==> src/design/fcs_pkg.sv <==
// Purpose: shared constants and types of the flash command sequencer
// Assumes: 100 MHz system clock, 16-bit CPU address, 8-bit data
// Notes:   timing counts are derived from the printed times and the clock period
package fcs_pkg;

  // clock and operation times
  localparam int unsigned CLK_PERIOD_NS      = 10;
  localparam int unsigned PROG_TIME_US       = 40;
  localparam int unsigned PROT_TIME_US       = 40;
  localparam int unsigned SECT_ERASE_TIME_MS = 30;
  localparam int unsigned CHIP_ERASE_TIME_MS = 30;
  // all times round down to whole cycles
  localparam int unsigned PROG_CYCLES        = (PROG_TIME_US * 1000) / CLK_PERIOD_NS;
  localparam int unsigned PROT_CYCLES        = (PROT_TIME_US * 1000) / CLK_PERIOD_NS;
  localparam int unsigned SECT_ERASE_CYCLES  = (SECT_ERASE_TIME_MS * 1000000) / CLK_PERIOD_NS;
  localparam int unsigned CHIP_ERASE_CYCLES  = (CHIP_ERASE_TIME_MS * 1000000) / CLK_PERIOD_NS;
  localparam int unsigned TMR_W              = 22;

  // command cycle addresses
  localparam logic [11:0] CMD_ADDR_A     = 12'h555;
  localparam logic [11:0] CMD_ADDR_B     = 12'haaa;
  localparam logic [15:0] PROT_ADDR      = 16'hff7f;
  localparam logic [15:0] ID_VENDOR_ADDR = 16'hf000;
  localparam logic [15:0] ID_MACRO_ADDR  = 16'hf001;
  localparam logic [15:0] ID_SIZE_ADDR   = 16'hf002;

  // command cycle data
  localparam logic [7:0] D_UNLOCK1   = 8'haa;
  localparam logic [7:0] D_UNLOCK2   = 8'h55;
  localparam logic [7:0] D_PROG      = 8'ha0;
  localparam logic [7:0] D_ERASE     = 8'h80;
  localparam logic [7:0] D_SECT      = 8'h30;
  localparam logic [7:0] D_CHIP      = 8'h10;
  localparam logic [7:0] D_ID_ENTRY  = 8'h90;
  localparam logic [7:0] D_ID_EXIT   = 8'hf0;
  localparam logic [7:0] D_PROT      = 8'ha5;
  localparam logic [7:0] D_PROT_CONF = 8'h00;
  localparam logic [7:0] D_PROT_OFF  = 8'hff;
  localparam logic [7:0] D_BLOCKED   = 8'h00;

  // size codes read at the size address
  localparam logic [7:0] SIZE_60K = 8'h0e;
  localparam logic [7:0] SIZE_48K = 8'h0b;
  localparam logic [7:0] SIZE_32K = 8'h07;
  localparam logic [7:0] SIZE_24K = 8'h05;
  localparam logic [7:0] SIZE_16K = 8'h03;
  localparam logic [7:0] SIZE_8K  = 8'h01;

  // command-enable field values
  localparam logic [3:0] CMD_EN_ON  = 4'h3;
  localparam logic [3:0] CMD_EN_RST = 4'hc;

  localparam int unsigned TOGGLE_BIT = 6;
  localparam int unsigned SECT_MSB   = 15;
  localparam int unsigned SECT_LSB   = 12;

  typedef enum logic [1:0] {
    MODE_MCU      = 2'b00,
    MODE_SERIAL   = 2'b01,
    MODE_PARALLEL = 2'b10
  } fcs_mode_t;

  typedef enum logic [3:0] {
    S_IDLE      = 4'b0000,
    S_UNL1      = 4'b0001,
    S_UNL2      = 4'b0010,
    S_PROG_DATA = 4'b0011,
    S_ERS3      = 4'b0100,
    S_ERS4      = 4'b0101,
    S_ERS5      = 4'b0110,
    S_PROT_CONF = 4'b0111,
    S_BUSY      = 4'b1000
  } fcs_state_t;

endpackage

==> src/design/fcs_tmr_if.sv <==
// Purpose: carries an operation timer request and its completion
// Assumes: single clock domain
// Notes:   done is combinational in the timer and read in the same cycle
interface fcs_tmr_if;
  import fcs_pkg::*;
  logic             start;
  logic [TMR_W-1:0] cycles;
  logic             done;
  modport ctl (output start, output cycles, input done);
  modport tmr (input start, input cycles, output done);
endinterface

==> src/design/fcs_timer.sv <==
// Purpose: counts the duration of a program, erase or protect operation
// Assumes: start is a one-cycle pulse, cycles is at least one
// Notes:   done is high in the last cycle of the counted duration
module fcs_timer
  import fcs_pkg::*;
(
  input  wire logic i_clk,
  input  wire logic i_nrst,
  input  wire logic i_ce,
  fcs_tmr_if.tmr    tmr
);

  logic [TMR_W-1:0] cnt_q;

  // load on start, count down to zero
  always_ff @(posedge i_clk or negedge i_nrst)
  begin
    if (!i_nrst)
    begin
      cnt_q <= '0;
    end
    else if (i_ce)
    begin
      if (tmr.start)
      begin
        cnt_q <= tmr.cycles;
      end
      else if (cnt_q != '0)
      begin
        cnt_q <= cnt_q - 1'b1;
      end
    end
  end

  // last counted cycle
  assign tmr.done = (cnt_q == {{(TMR_W-1){1'b0}}, 1'b1});

endmodule

==> src/design/fcs_top.sv <==
// Purpose: decodes CPU write-cycle command sequences for the embedded flash array
// Assumes: bus strobes come from same-clock logic; boot mode comes from pins
// Notes:   the array performs the work; this block starts it and times it out
module fcs_top
  import fcs_pkg::*;
#(
  parameter int unsigned SECT_CYC = SECT_ERASE_CYCLES,
  parameter int unsigned CHIP_CYC = CHIP_ERASE_CYCLES,
  parameter logic [7:0]  VENDOR_CODE = 8'h5a, // arbitrary value
  parameter logic [7:0]  MACRO_CODE  = 8'h3c, // arbitrary value
  parameter logic [7:0]  SIZE_CODE   = SIZE_16K
)
(
  input  wire logic       I_SYS_CLK,
  input  wire logic       I_NRST,
  input  wire logic       I_CE,
  input  wire logic       I_WR,
  input  wire logic       I_RD,
  input  wire logic [15:0] I_ADDR,
  input  wire logic [7:0] I_WDATA,
  input  wire logic       I_CMD_EN_WR,
  input  wire logic [3:0] I_CMD_EN_VAL,
  input  wire logic [1:0] I_BOOT_MODE,
  input  wire logic [7:0] I_ARR_RDATA,
  input  wire logic       I_ARR_PROT,
  output logic      [7:0] O_RDATA,
  output logic            O_RVALID,
  output logic            O_BUSY,
  output logic            O_ID_MODE,
  output logic      [3:0] O_CMD_EN,
  output logic            O_ARR_PROG,
  output logic            O_ARR_SECT_ERASE,
  output logic            O_ARR_CHIP_ERASE,
  output logic            O_ARR_PROT_SET,
  output logic     [15:0] O_ARR_ADDR,
  output logic      [7:0] O_ARR_WDATA,
  output logic      [3:0] O_ERASE_SECTOR_ADDRESS,
  output logic            O_PAR_RD_BLOCK,
  output logic            O_SER_CMD_BLOCK
);

  fcs_state_t st_q;
  fcs_state_t st_d;
  logic [1:0] mode_meta_q;
  logic [1:0] mode_q;
  logic [3:0] cmd_en_q;
  logic       id_q;
  logic       toggle_q;
  logic       wr_ok;
  logic       hit_a;
  logic       hit_b;
  logic       start_prog;
  logic       start_sect;
  logic       start_chip;
  logic       start_prot;
  logic       id_set;
  logic       id_clr;
  logic       par_mode;
  logic [7:0] rd_val;

  fcs_tmr_if tmr_if ();

  fcs_timer u_timer (
    .i_clk  (I_SYS_CLK),
    .i_nrst (I_NRST),
    .i_ce   (I_CE),
    .tmr    (tmr_if.tmr)
  );

  // boot mode pins pass two flops
  always_ff @(posedge I_SYS_CLK or negedge I_NRST)
  begin
    if (!I_NRST)
    begin
      mode_meta_q <= 2'h0;
      mode_q      <= 2'h0;
    end
    else if (I_CE)
    begin
      mode_meta_q <= I_BOOT_MODE;
      mode_q      <= mode_meta_q;
    end
  end

  assign par_mode = (mode_q == MODE_PARALLEL);

  // command-enable field, disabled after reset
  always_ff @(posedge I_SYS_CLK or negedge I_NRST)
  begin
    if (!I_NRST)
    begin
      cmd_en_q <= CMD_EN_RST;
    end
    else if (I_CE && I_CMD_EN_WR)
    begin
      cmd_en_q <= I_CMD_EN_VAL;
    end
  end

  // a write counts only when enabled and idle of operations
  assign wr_ok = I_WR && (cmd_en_q == CMD_EN_ON) && (st_q != S_BUSY);
  assign hit_a = (I_ADDR[11:0] == CMD_ADDR_A);
  assign hit_b = (I_ADDR[11:0] == CMD_ADDR_B);

  // sequence decoder
  always_comb
  begin
    st_d       = st_q;
    start_prog = 1'b0;
    start_sect = 1'b0;
    start_chip = 1'b0;
    start_prot = 1'b0;
    id_set     = 1'b0;
    id_clr     = 1'b0;
    if (st_q == S_BUSY)
    begin
      if (tmr_if.done)
      begin
        st_d = S_IDLE;
      end
    end
    else if (wr_ok)
    begin
      st_d = S_IDLE;
      // single-write exit at any address, except as program data
      if (I_WDATA == D_ID_EXIT && st_q != S_PROG_DATA)
      begin
        id_clr = 1'b1;
      end
      case (st_q)
        S_IDLE:
        begin
          if (hit_a && I_WDATA == D_UNLOCK1)
          begin
            st_d = S_UNL1;
          end
        end
        S_UNL1:
        begin
          if (hit_b && I_WDATA == D_UNLOCK2)
          begin
            st_d = S_UNL2;
          end
        end
        S_UNL2:
        begin
          if (hit_a)
          begin
            case (I_WDATA)
              D_PROG:     st_d = S_PROG_DATA;
              D_ERASE:    st_d = S_ERS3;
              D_PROT:     st_d = S_PROT_CONF;
              D_ID_ENTRY: id_set = 1'b1;
              default:    st_d = S_IDLE;
            endcase
          end
        end
        S_PROG_DATA:
        begin
          start_prog = 1'b1;
          st_d       = S_BUSY;
        end
        S_ERS3:
        begin
          if (hit_a && I_WDATA == D_UNLOCK1)
          begin
            st_d = S_ERS4;
          end
        end
        S_ERS4:
        begin
          if (hit_b && I_WDATA == D_UNLOCK2)
          begin
            st_d = S_ERS5;
          end
        end
        S_ERS5:
        begin
          if (I_WDATA == D_SECT && !par_mode)
          begin
            start_sect = 1'b1;
            st_d       = S_BUSY;
          end
          else if (hit_a && I_WDATA == D_CHIP)
          begin
            start_chip = 1'b1;
            st_d       = S_BUSY;
          end
        end
        S_PROT_CONF:
        begin
          if (I_ADDR == PROT_ADDR && I_WDATA == D_PROT_CONF)
          begin
            start_prot = 1'b1;
            st_d       = S_BUSY;
          end
        end
        default:
        begin
          st_d = S_IDLE;
        end
      endcase
    end
  end

  // operation timer request
  assign tmr_if.start  = start_prog | start_sect | start_chip | start_prot;
  always_comb
  begin
    tmr_if.cycles = TMR_W'(PROG_CYCLES);
    if (start_sect)
    begin
      tmr_if.cycles = TMR_W'(SECT_CYC);
    end
    else if (start_chip)
    begin
      tmr_if.cycles = TMR_W'(CHIP_CYC);
    end
    else if (start_prot)
    begin
      tmr_if.cycles = TMR_W'(PROT_CYCLES);
    end
  end

  // sequencer state and busy flag
  always_ff @(posedge I_SYS_CLK or negedge I_NRST)
  begin
    if (!I_NRST)
    begin
      st_q   <= S_IDLE;
      O_BUSY <= 1'b0;
    end
    else if (I_CE)
    begin
      st_q   <= st_d;
      O_BUSY <= (st_d == S_BUSY);
    end
  end

  // identification mode flag
  always_ff @(posedge I_SYS_CLK or negedge I_NRST)
  begin
    if (!I_NRST)
    begin
      id_q <= 1'b0;
    end
    else if (I_CE)
    begin
      if (id_set)
      begin
        id_q <= 1'b1;
      end
      else if (id_clr)
      begin
        id_q <= 1'b0;
      end
    end
  end

  // array start pulses with latched address, data and sector
  always_ff @(posedge I_SYS_CLK or negedge I_NRST)
  begin
    if (!I_NRST)
    begin
      O_ARR_PROG             <= 1'b0;
      O_ARR_SECT_ERASE       <= 1'b0;
      O_ARR_CHIP_ERASE       <= 1'b0;
      O_ARR_PROT_SET         <= 1'b0;
      O_ARR_ADDR             <= 16'h0000;
      O_ARR_WDATA            <= 8'h00;
      O_ERASE_SECTOR_ADDRESS <= 4'h0;
    end
    else if (I_CE)
    begin
      O_ARR_PROG       <= start_prog;
      O_ARR_SECT_ERASE <= start_sect;
      O_ARR_CHIP_ERASE <= start_chip;
      O_ARR_PROT_SET   <= start_prot;
      if (start_prog)
      begin
        O_ARR_ADDR  <= I_ADDR;
        O_ARR_WDATA <= I_WDATA;
      end
      if (start_sect)
      begin
        O_ERASE_SECTOR_ADDRESS <= I_ADDR[SECT_MSB:SECT_LSB];
      end
    end
  end

  // toggle bit: primed to one on start, flips on each busy read
  always_ff @(posedge I_SYS_CLK or negedge I_NRST)
  begin
    if (!I_NRST)
    begin
      toggle_q <= 1'b1;
    end
    else if (I_CE)
    begin
      if (tmr_if.start)
      begin
        toggle_q <= 1'b1;
      end
      else if (I_RD && st_q == S_BUSY)
      begin
        toggle_q <= ~toggle_q;
      end
    end
  end

  // read data selection
  always_comb
  begin
    rd_val = I_ARR_RDATA;
    if (par_mode && I_ARR_PROT)
    begin
      rd_val = D_BLOCKED;
    end
    else if (st_q == S_BUSY)
    begin
      rd_val[TOGGLE_BIT] = toggle_q;
    end
    else if (id_q)
    begin
      case (I_ADDR)
        ID_VENDOR_ADDR: rd_val = VENDOR_CODE;
        ID_MACRO_ADDR:  rd_val = MACRO_CODE;
        ID_SIZE_ADDR:   rd_val = SIZE_CODE;
        PROT_ADDR:      rd_val = I_ARR_PROT ? D_PROT_CONF : D_PROT_OFF;
        default:        rd_val = I_ARR_RDATA;
      endcase
    end
  end

  // registered read answer and status outputs
  always_ff @(posedge I_SYS_CLK or negedge I_NRST)
  begin
    if (!I_NRST)
    begin
      O_RDATA         <= 8'h00;
      O_RVALID        <= 1'b0;
      O_ID_MODE       <= 1'b0;
      O_CMD_EN        <= CMD_EN_RST;
      O_PAR_RD_BLOCK  <= 1'b0;
      O_SER_CMD_BLOCK <= 1'b0;
    end
    else if (I_CE)
    begin
      O_RVALID        <= I_RD;
      O_ID_MODE       <= id_q;
      O_CMD_EN        <= cmd_en_q;
      O_PAR_RD_BLOCK  <= I_ARR_PROT && par_mode;
      O_SER_CMD_BLOCK <= I_ARR_PROT && (mode_q == MODE_SERIAL);
      if (I_RD)
      begin
        O_RDATA <= rd_val;
      end
    end
  end

endmodule

==> config.mk <==
export PLATFORM = sky130hd
export DESIGN_NAME = fcs_top
export DESIGN_NICKNAME = d
export VERILOG_FILES = /design/src/design/fcs_pkg.sv /design/src/design/fcs_tmr_if.sv /design/src/design/fcs_timer.sv /design/src/design/fcs_top.sv
export SDC_FILE = /design/constraint.sdc
export NUM_CORES = 1
export LEC_CHECK = 0
export BUFFER_PORTS_ARGS = -buffer_cell sky130_fd_sc_hd__buf_2
export CORE_MARGIN = 5
export CORE_UTILIZATION = 31
export DETAILED_ROUTE_END_ITERATION = 8
export HOLD_SLACK_MARGIN = 0.1
export SLEW_MARGIN = 25
export SYNTH_ARGS = -nofsm -noshare
export SYNTH_HDL_FRONTEND = slang
export SYNTH_HIERARCHICAL = 1
export SYNTH_SLANG_ARGS = --single-unit
==> constraint.sdc <==
create_clock -name I_SYS_CLK -period 3.3 [get_ports I_SYS_CLK]
set_input_delay 0.33 -clock I_SYS_CLK [delete_from_list [all_inputs] [get_ports I_SYS_CLK]]
set_output_delay 0.33 -clock I_SYS_CLK [all_outputs]
set_load 0.05 [all_outputs]
==> results of run 1 <==
-- per-layer routing --
metal | routed length (um) | vias up | share of wire [%]
li1 | - | 1914 | -
met1 | 5560 | 1931 | 45
met2 | 5900 | 129 | 48
met3 | 658 | 18 | 5.3
met4 | 198 | 0 | 1.6
met5 | 0 | - | 0
-- registers in the layout, summed over array words and instances, names as in the netlist, 2 cells and up --
signal / cells
cmd_en_q: 4
O_ARR_WDATA: 8
mode_meta_q: 2
O_ERASE_SECTOR_ADDRESS: 4
u_timer/cnt_q: 22
O_ARR_ADDR: 16
O_CMD_EN: 4
mode_q: 2
st_q: 4
O_RDATA: 8
-- logic make-up (layout without fill, tap and decap cells) --
kind of cell / count (synthesis) / in the layout
flops: 85 / 85
fa+ha+maj: 2 / 2
compound gates: 107 / 107
buf+inv: 39 / 139
xor+xnor: 1 / 1
other cells: 2 / 12
simple gates: 176 / 176
mux: 45 / 45
-- worst reg2reg max path: cells and delay by family, from the launching register on --
family / cells / cell delay, ns
AOI/OAI and AO/OA: 2 / 0.35
buffers and inverters: 1 / 0.21
DFF: 1 / 0.47
and+or+nand+nor: 8 / 1.62
-- timing repair --
action / CTS / global route
hold endpoints to repair: 36 / 0
resized for setup: 0 / 0
hold buffers: 1 / 0
-- power groups by stage --
stage | registers (W) | logic (W) | clock network (W)
after global routing | 0.00132 | 0.000631 | 0.00113
after floorplan | 0.00138 | 0.000306 | 0
after global placement | 0.00131 | 0.000557 | 0
final | 0.00130 | 0.000568 | 0.00105
after detailed placement | 0.00131 | 0.000567 | 0
after CTS | 0.00130 | 0.000571 | 0.00108
-- metrics by stage --
step | total power [W] | instances | hold WS, ns | utilization, % | area [um2]
after floorplan | 0.00168 | 467 | 0.0344 | - | 4620
after global placement | 0.00186 | 734 | 0.460 | 36.5 | 5300
after detailed placement | 0.00188 | 734 | 0.463 | 36.5 | 5310
after CTS | 0.00295 | 751 | 0.183 | 38.7 | 5630
after global routing | 0.00307 | 751 | 0.197 | 38.7 | 5630
final | 0.00291 | 751 | 0.199 | 38.7 | 5630
-- cell usage in the layout, fill, tap and decap left out, types with 5 or more instances in the layout --
cell type | Yosys | routed
buf_4 | 1 | 12
a22oi_1 | 6 | 6
or3_1 | 7 | 7
buf_2 | 5 | 92
or2_2 | 5 | 5
and3_1 | 6 | 6
or4_1 | 7 | 7
a21o_1 | 7 | 7
dfrtp_1 | 80 | 80
nor2_1 | 31 | 31
clkbuf_16 | 0 | 9
nor4_1 | 18 | 18
inv_1 | 16 | 16
nor3_1 | 13 | 13
mux2_2 | 40 | 40
o21ai_0 | 34 | 34
nand3_1 | 11 | 11
o22ai_1 | 5 | 5
a21oi_1 | 16 | 16
nand2_1 | 36 | 36
dfstp_2 | 5 | 5
nand4_1 | 6 | 6
conb_1 | 2 | 12
-- final timing paths --
check	startpoint	endpoint	cells after the start
setup / recovery	st_q[1]$_DFFE_PN0P_	u_timer/cnt_q[18]$_DFFE_PN0P_	11
hold / removal	I_ARR_RDATA[7]	O_RDATA[7]$_DFFE_PN0P_	2
setup reg to reg	st_q[1]$_DFFE_PN0P_	u_timer/cnt_q[18]$_DFFE_PN0P_	11
hold reg to reg	O_ARR_SECT_ERASE$_DFFE_PN0P_	O_ARR_SECT_ERASE$_DFFE_PN0P_	1
max in group asynchronous	I_NRST	cmd_en_q[1]$_DFFE_PN0P_	2
min in group asynchronous	I_NRST	u_timer/cnt_q[17]$_DFFE_PN0P_	2
-- area by class of cell --
type / count / area share, %
repair buffers: 106 / 10.2
clock buffers: 10 / 4.25
clock inverters: 6 / 1.27
flip-flops and latches: 85 / 37.9
well taps: 184 / 4.09
inverters: 17 / 1.13
multi-input cells: 343 / 41.2
==> flow_summary.yaml, run 1 <==
drt:
  postRouteAntennaNets: 0
  drt_iter0_markers: 286
  wl_per_cell_um: 16.4
  drt_pass1_iterations: 4
  drt_wl_total_um: 12300
  viasPerCell: 5.32
  drc: 0
  vias: 3992
pwr:
  switchingPower_w: 0.000929
  vdd.ir_drop.worst_mv: 0.316
  p_sw_share_pct: 31.9
  pwr-share-seq_pct: 44.6
  p_leak_nw: 2.59
  power.internal_w: 0.00198
  p_per_area_mw_per_mm2: 517
  p_comb_share_pct: 19.5
  pwr-share-clk_pct: 35.9
sta:
  tightestPinTransition_ns: 0.802
  slew_headroom_pct: 46.5
  fin_crit_sh_pct: 82.3
  worst_slack_ns: 0.585
  rsz0062_at_grt: "no"
  min_period_ns: 2.71
  finClkSkew_ns: 0.00809
  fin_tns_setup_ns: 0
  fmax_ghz: 0.368
  finalSetupViolations: 0
  finalMaxSlewViolations: 0
  final_hold_viol_count: 0
global_route:
  grt_util_met3_pct: 3.33
  grt_pass1_vias: 4072
  grt_use_met2_pct: 23.4
  grt_use_total_pct: 14.6
  grt_max_degree: 86
  met1_usage_pct: 19.7
  grt_pass1_wl_um: 21100
  overflow: 0
  grt_busiest_layer: "met2"
  grt_antenna_before_repair: 0
critical_path:
  crit_fanout: 15
  critPathSlowestCell: "dfrtp_1"
  cp_num_buf_inv: 1
  cpLargestDelayFamily: "simple AND/OR/NAND/NOR gates"
  required_ns: 3.57
  crit_path_start_kind: "flop"
  worst_path_most_repeated_cell: "nand2_1"
  worstSetupPathType: "flop to flop"
  max_stage_delay_ns: 0.47
  cp_cell_sequence: "nor3_1 -> nand2_1 -> nand2_1 -> a21o_1 -> nand2_1 -> nand2b_1 -> or3_1 -> o21a_1 -> buf_4 -> and4_4 -> nor3_2"
  reg2reg_slack_ns: 0.59
  cp-end-kind: "flop"
  arrival_ns: 2.98
floorplanning:
  ioPinCount: 94
  die_h_um: 132
  rows: 44
  dieArea_mm2: 0.0173
  start_util_pct: 31.6
  die_w_um: 132
  core-area_mm2: 0.0145
finish:
  multi_input_area_mm2: 0.00232
  drive_above_1_share_pct: 33.2
  fill_cells: 1485
  seq_area_mm2: 0.00213
  area_growth_pct: 22.7
  diodes: 0
  final_nets: 609
clock_tree:
  numClockSinks: 85
  clk_latency_ns: 0.34
  h-tree-depth: 3
  postCtsSetupRepairBufs: 0
  clk_transition_reported_paths_ns: 0.06
  cts_root_buf: "clkbuf_16"
  clock_path_buffers: 2
  cts_tree: "yes"
  numCtsBuffers: 9
synthesis:
  synth-adder-area-share_pct: 0.546
  ys_ff_latch: 85
  synth_area_per_cell_um2: 10.0
  synth_common_cells: "dfrtp_1, mux2_2, nand2_1, o21ai_0, nor2_1"
  synth-compound-area-share_pct: 15.1
  synth_edf_count: 0
  synth_top_flop_cell: "dfrtp_1"
  synth_top_family_by_area: "simple AND/OR/NAND/NOR gates"
  netlist_area_mm2: 0.00459
  synth.area.mux_share_pct: 10.9
  synthCells: 457
  async_flop_share_pct: 100
  netlist.area_leader.share_pct: 43.6
  synth_top_cell_by_area: "dfrtp_1"
  synth_most_common_cell: "dfrtp_1"
  synth.distinct_cells: 66
  ys_seq_area_share_pct: 46.5
  synthTopCellsByArea: "dfrtp_1, mux2_2, o21ai_0"
  synth-simple-area-share_pct: 22.6
  synth_xor_area_share_pct: 0.191
  yosysWarnings: 6
hold_path:
  hp-class: "primary input to flop"
place:
  gp_congestion: 0.863
  dpl.hpwl_um: 9080
  port_buffers: 93
  preCtsSetupSlack_ns: 0.434
job:
  maxCapViolCount: 0
status:
  status: "completed"
No activity file was read; power rests on OpenSTA's default activity.
==> run 2, diff against run 1 <==
==> constraint.sdc (replaced) <==
create_clock -name I_SYS_CLK -period 2.36 [get_ports I_SYS_CLK]
set_input_delay 0.236 -clock I_SYS_CLK [delete_from_list [all_inputs] [get_ports I_SYS_CLK]]
set_output_delay 0.236 -clock I_SYS_CLK [all_outputs]
set_load 0.05 [all_outputs]
==> run 2 against run 1 <==
  * Sequential power rose by 37%
  * Die area stayed put
  * Largest power group unchanged
  * Critical path type unchanged
  * Register-to-register slack worse by 0.57 ns
  * Clock power grew 38%
  * Clock-buffer cell count decreased by 1
==> flow_summary.yaml, run 2 (synthesis results as in run 1) <==
finish:
  diodes: 0
  regMostFlops: "u_timer/cnt_q"
  area_growth_pct: 39.3
  drive_above_1_share_pct: 44.7
  final_nets: 684
  final_cells: 826
  largest_reg_flops: 22
  mostFrequentLayoutCell: "buf_2"
  reg_top3: "u_timer/cnt_q x22, O_ARR_ADDR x16"
  fill_cells: 1403
  final_cell_mix: "buf_2, buf_4, dfrtp_1, mux2_2, nand2_1"
hold_path:
  hp-class: "primary input to flop"
clock_tree:
  numCtsBuffers: 9
  numClockSinks: 85
  cts_tree: "yes"
  clk_transition_reported_paths_ns: 0.06
  clk_latency_ns: 0.35
  h-tree-depth: 3
  cts_root_buf: "clkbuf_16"
  clock_path_buffers: 2
sta:
  worst_slack_ns: 0.0114
  fin_crit_sh_pct: 99.5
  final_hold_viol_count: 0
  fin_tns_setup_ns: 0
  finalSetupViolations: 0
  finalMaxSlewViolations: 0
  fmax_ghz: 0.426
  finClkSkew_ns: 0.00541
  slew_headroom_pct: 61.3
  min_period_ns: 2.35
  tightestPinTransition_ns: 0.580
  rsz0062_at_grt: "yes"
pwr:
  vdd.ir_drop.worst_mv: 0.439
  p_leak_nw: 3.01
  p_per_area_mw_per_mm2: 660
drt:
  postRouteAntennaNets: 0
  wl_per_cell_um: 16.3
  drt_iter0_markers: 187
  drt_pass1_iterations: 4
  viasPerCell: 5.15
  vias: 4254
  drc: 0
  drt_wl_total_um: 13400
floorplanning:
  core-area_mm2: 0.0145
  dieArea_mm2: 0.0173
  die_h_um: 132
  rows: 44
  ioPinCount: 94
  start_util_pct: 31.6
  die_w_um: 132
global_route:
  grt_pass1_vias: 4277
  grt_max_degree: 46
  grt_antenna_before_repair: 0
  grt_pass1_wl_um: 22000
  overflow: 0
  grt_use_total_pct: 15.4
critical_path:
  arrival_ns: 2.58
  cpLargestDelayFamily: "simple AND/OR/NAND/NOR gates"
  worstSetupPathType: "flop to flop"
  reg2reg_slack_ns: 0.01
  cp_num_buf_inv: 1
  crit_path_start_kind: "flop"
  cp-end-kind: "flop"
  required_ns: 2.59
  crit_fanout: 6
  critPathSlowestCell: "dfrtp_2"
  max_stage_delay_ns: 0.44
  cp_cell_sequence: "nor3b_2 -> and4_1 -> nand3b_1 -> a21o_1 -> nand2_2 -> nand2b_4 -> or3_4 -> o21a_4 -> bufbuf_16 -> o22ai_2 -> nor3_2"
place:
  gp_congestion: 0.920
  port_buffers: 93
  dp.cells: 793
  dpl.hpwl_um: 10000
  preCtsSetupSlack_ns: -0.355
job:
  maxCapViolCount: 0
status:
  status: "completed"
[run 2: per-layer routing]
layer,GRT usage (%),vias up,share of wire (%)
met5,0,-,0
met2,25.1,114,48
met4,5.54,0,2.1
met3,3.75,20,5.3
met1,19.9,2062,44
li1,-,2058,-
[run 2: where the power goes]
part / leakage (nW) / internal, W / switching [W]
sequential: 1.09 / 0.00163 / 0.000142
combinational: 1.77 / 0.000405 / 0.000591
clock: 0.146 / 0.000826 / 0.000621
total: 3.01 / 0.00287 / 0.00135
[run 2: through the flow]
stage	hold slack, ns	power (W)	utilization [%]	area (um2)
CTS	0.106	0.00424	43.4	6310
finish	0.120	0.00422	44.0	6390
detailed placement	0.281	0.00275	40.1	5820
global route	0.107	0.00444	44.0	6390
global placement	0.273	0.00272	40.1	5820
floorplan	-0.0596	0.00237	-	4670
[run 2: worst register-to-register path: stages (launching register included)]
cell and delay (ns):
dfrtp_2 0.44, nor3b_2 0.16, and4_1 0.17, nand3b_1 0.11, a21o_1 0.14, nand2_2 0.05, nand2b_4 0.14, or3_4 0.33
o21a_4 0.23, bufbuf_16 0.27, o22ai_2 0.15, nor3_2 0.05
[run 2: layout make-up]
| class | count | area, um2 | share of cell area [%] |
|---|---|---|---|
| repair buffers | 181 | 1200 | 18.8 |
| clock buffers | 9 | 225 | 3.52 |
| clock inverters | 7 | 73.8 | 1.16 |
| flip-flops and latches | 85 | 2140 | 33.4 |
| well taps | 184 | 230 | 3.60 |
| multi-input cells | 343 | 2460 | 38.5 |
| inverters | 17 | 63.8 | 0.999 |
[run 2: path summary, 6_finish.rpt]
kind / cells after the start / to / from
max reg2reg: 11 / u_timer/cnt_q[19]$_DFFE_PN0P_ / st_q[0]$_DFFE_PN0P_
min: 2 / cmd_en_q[1]$_DFFE_PN0P_ / I_CMD_EN_VAL[1]
min in group asynchronous: 2 / u_timer/cnt_q[0]$_DFFE_PN0P_ / I_NRST
max: 11 / u_timer/cnt_q[19]$_DFFE_PN0P_ / st_q[0]$_DFFE_PN0P_
max in group asynchronous: 3 / O_CMD_EN[2]$_DFFE_PN1P_ / I_NRST
min reg2reg: 1 / O_ARR_PROG$_DFFE_PN0P_ / O_ARR_PROG$_DFFE_PN0P_
[run 2: timing repair]
item                                    in CTS  in global routing
endpoints found under the setup margin       9                 23
gates cloned                                 1                  0
buffers inserted                             9                  4
endpoints found under the hold margin       41                  0
resized for setup                           12                 16
pin swaps                                    3                  4
hold buffers                                 3                  0
==> run 3, diff against run 2 <==
==> constraint.sdc (replaced) <==
create_clock -name I_SYS_CLK -period 1.9 [get_ports I_SYS_CLK]
set_input_delay 0.19 -clock I_SYS_CLK [delete_from_list [all_inputs] [get_ports I_SYS_CLK]]
set_output_delay 0.19 -clock I_SYS_CLK [all_outputs]
set_load 0.05 [all_outputs]
==> run 3 against run 2 <==
  * Total power rose by 35%
  * First-iteration DRC count rose by 7.5%
  * Highest routed layer is now met5
  * Critical endpoint is now u_timer/cnt_q[14]$_DFFE_PN0P_
  * Clock-buffer cell count rose by 1
  * Non-clock buffer count rose by 74
  * Die area did not move
  * The run now ends with negative setup slack left
  * Utilization rose by 6.0 points
  * Sequential cell count did not move
  * Critical path type unchanged
==> flow_summary.yaml, run 3 (synthesis results as in run 1) <==
global_route:
  grt_pass1_wl_um: 24300
  grt_max_degree: 65
  grt_antenna_before_repair: 1
  grt_use_total_pct: 16.7
  overflow: 0
  grt_busiest_layer: "met2"
  grt_pass1_vias: 4961
  met1_usage_pct: 20.0
  grt_util_met3_pct: 4.32
  grt_use_met2_pct: 29.1
floorplanning:
  die_h_um: 132
  dieArea_mm2: 0.0173
  core-area_mm2: 0.0145
  ioPinCount: 94
  rows: 44
  die_w_um: 132
  start_util_pct: 31.6
sta:
  fmax_ghz: 0.419
  finalMaxSlewViolations: 0
  rsz0062_at_grt: "yes"
  fin_tns_setup_ns: -14.27
  min_period_ns: 2.39
  fin_crit_sh_pct: 126
  worst_slack_ns: -0.489
  finalSetupViolations: 57
  final_hold_viol_count: 0
  finClkSkew_ns: 0.00630
critical_path:
  worst_path_most_repeated_cell: "nand2_2"
  crit_path_start_kind: "flop"
  cp_cell_sequence: "buf_4 -> nor3_4 -> nand2_2 -> nand2_4 -> a21o_1 -> nand2_2 -> nand2b_4 -> or3_4 -> o21a_4 -> buf_6 -> a32oi_1 -> a21bo_1"
  cpLargestDelayFamily: "simple AND/OR/NAND/NOR gates"
  arrival_ns: 2.62
  required_ns: 2.13
  worstSetupPathType: "flop to flop"
  cp-end-kind: "flop"
  max_stage_delay_ns: 0.43
  critPathSlowestCell: "dfrtp_2"
  cp_num_buf_inv: 2
  crit_fanout: 4
pwr:
  vdd.ir_drop.worst_mv: 0.464
  p_leak_nw: 3.46
  report.power.total_w: 0.00572
  p_per_area_mw_per_mm2: 787
status:
  violations: "negative setup slack"
  status: "finished with violations"
drt:
  viasPerCell: 5.22
  drt_wl_total_um: 15100
  drt_iter0_markers: 201
  wl_per_cell_um: 16.8
  vias: 4695
  postRouteAntennaNets: 0
  drt_pass1_iterations: 5
  drc: 0
clock_tree:
  cts_root_buf: "clkbuf_16"
  cts_tree: "yes"
  numClockSinks: 85
  clock_path_buffers: 2
  clk_latency_ns: 0.34
  h-tree-depth: 3
  numCtsBuffers: 9
  clk_transition_reported_paths_ns: 0.06
hold_path:
  hp-class: "primary input to flop"
place:
  port_buffers: 93
  preCtsSetupSlack_ns: -0.701
  gp_congestion: 0.849
  placed_cell_area_mm2: 0.00623
  dpl.hpwl_um: 10400
finish:
  regMostFlops: "u_timer/cnt_q"
  reg_top3: "u_timer/cnt_q x22, O_ARR_ADDR x16"
  largest_reg_flops: 22
  final_cell_mix: "buf_4, buf_2, dfrtp_1, nand2_1, mux2_4"
  utilization_pct: 50.0
  drive_above_1_share_pct: 52.2
  diodes: 0
  mostFrequentLayoutCell: "buf_4"
  final_nets: 758
  area_growth_pct: 58.4
  final_cell_area_mm2: 0.00726
job:
  maxCapViolCount: 0
run 3: per-layer routing:
metal	up-vias	share of wire, %
li1	2205	-
met1	2324	43
met2	135	51
met3	29	4.8
met4	2	2.0
met5	-	0.086
run 3: repair_timing:
item / 4_1_cts / 5_1_grt
resized for setup: 45 / 55
hold buffers: 10 / 0
setup endpoints to repair: 54 / 62
gates cloned: 2 / 1
pin swaps: 17 / 19
endpoints found under the hold margin: 30 / 0
buffers inserted: 27 / 10
run 3: final timing paths:
| kind | from | end | slack, ns | depth (start not counted) |
|---|---|---|---|---|
| min in group asynchronous | I_NRST | O_RDATA[7]$_DFFE_PN0P_ | 0.31 | 2 |
| worst max register to register | st_q[0]$_DFFE_PN0P_ | u_timer/cnt_q[14]$_DFFE_PN0P_ | -0.49 | 12 |
| worst max-delay path | st_q[0]$_DFFE_PN0P_ | u_timer/cnt_q[14]$_DFFE_PN0P_ | -0.49 | 12 |
| worst min register to register | O_ARR_PROG$_DFFE_PN0P_ | O_ARR_PROG$_DFFE_PN0P_ | 0.48 | 1 |
| max in group asynchronous | I_NRST | st_q[2]$_DFFE_PN0P_ | 0.91 | 3 |
| worst min-delay path | I_ADDR[13] | O_ARR_ADDR[13]$_DFFE_PN0P_ | 0.11 | 2 |
run 3: cell type report:
class,instances,area [um2]
Multi-Input combinational cell,343,2690
Clock buffer,10,229
Tap cell,184,230
Clock inverter,5,85.1
Sequential cell,85,2140
Inverter,17,66.3
Fill cell,1335,7270
Timing Repair Buffer,255,1830
run 3: through the flow:
stage / hold slack, ns / cells
4_1_cts: 0.100 / 897
2_1_floorplan: -0.106 / 467
3_3_place_gp: 0.0984 / 843
3_5_place_dp: 0.105 / 843
5_1_grt: 0.103 / 899
6_report: 0.109 / 899
run 3: where the power goes:
part	switching [W]	internal [W]	leakage, nW
Sequential	0.000130	0.00203	1.09
Clock	0.000751	0.00115	0.149
Combinational	0.000882	0.000769	2.22
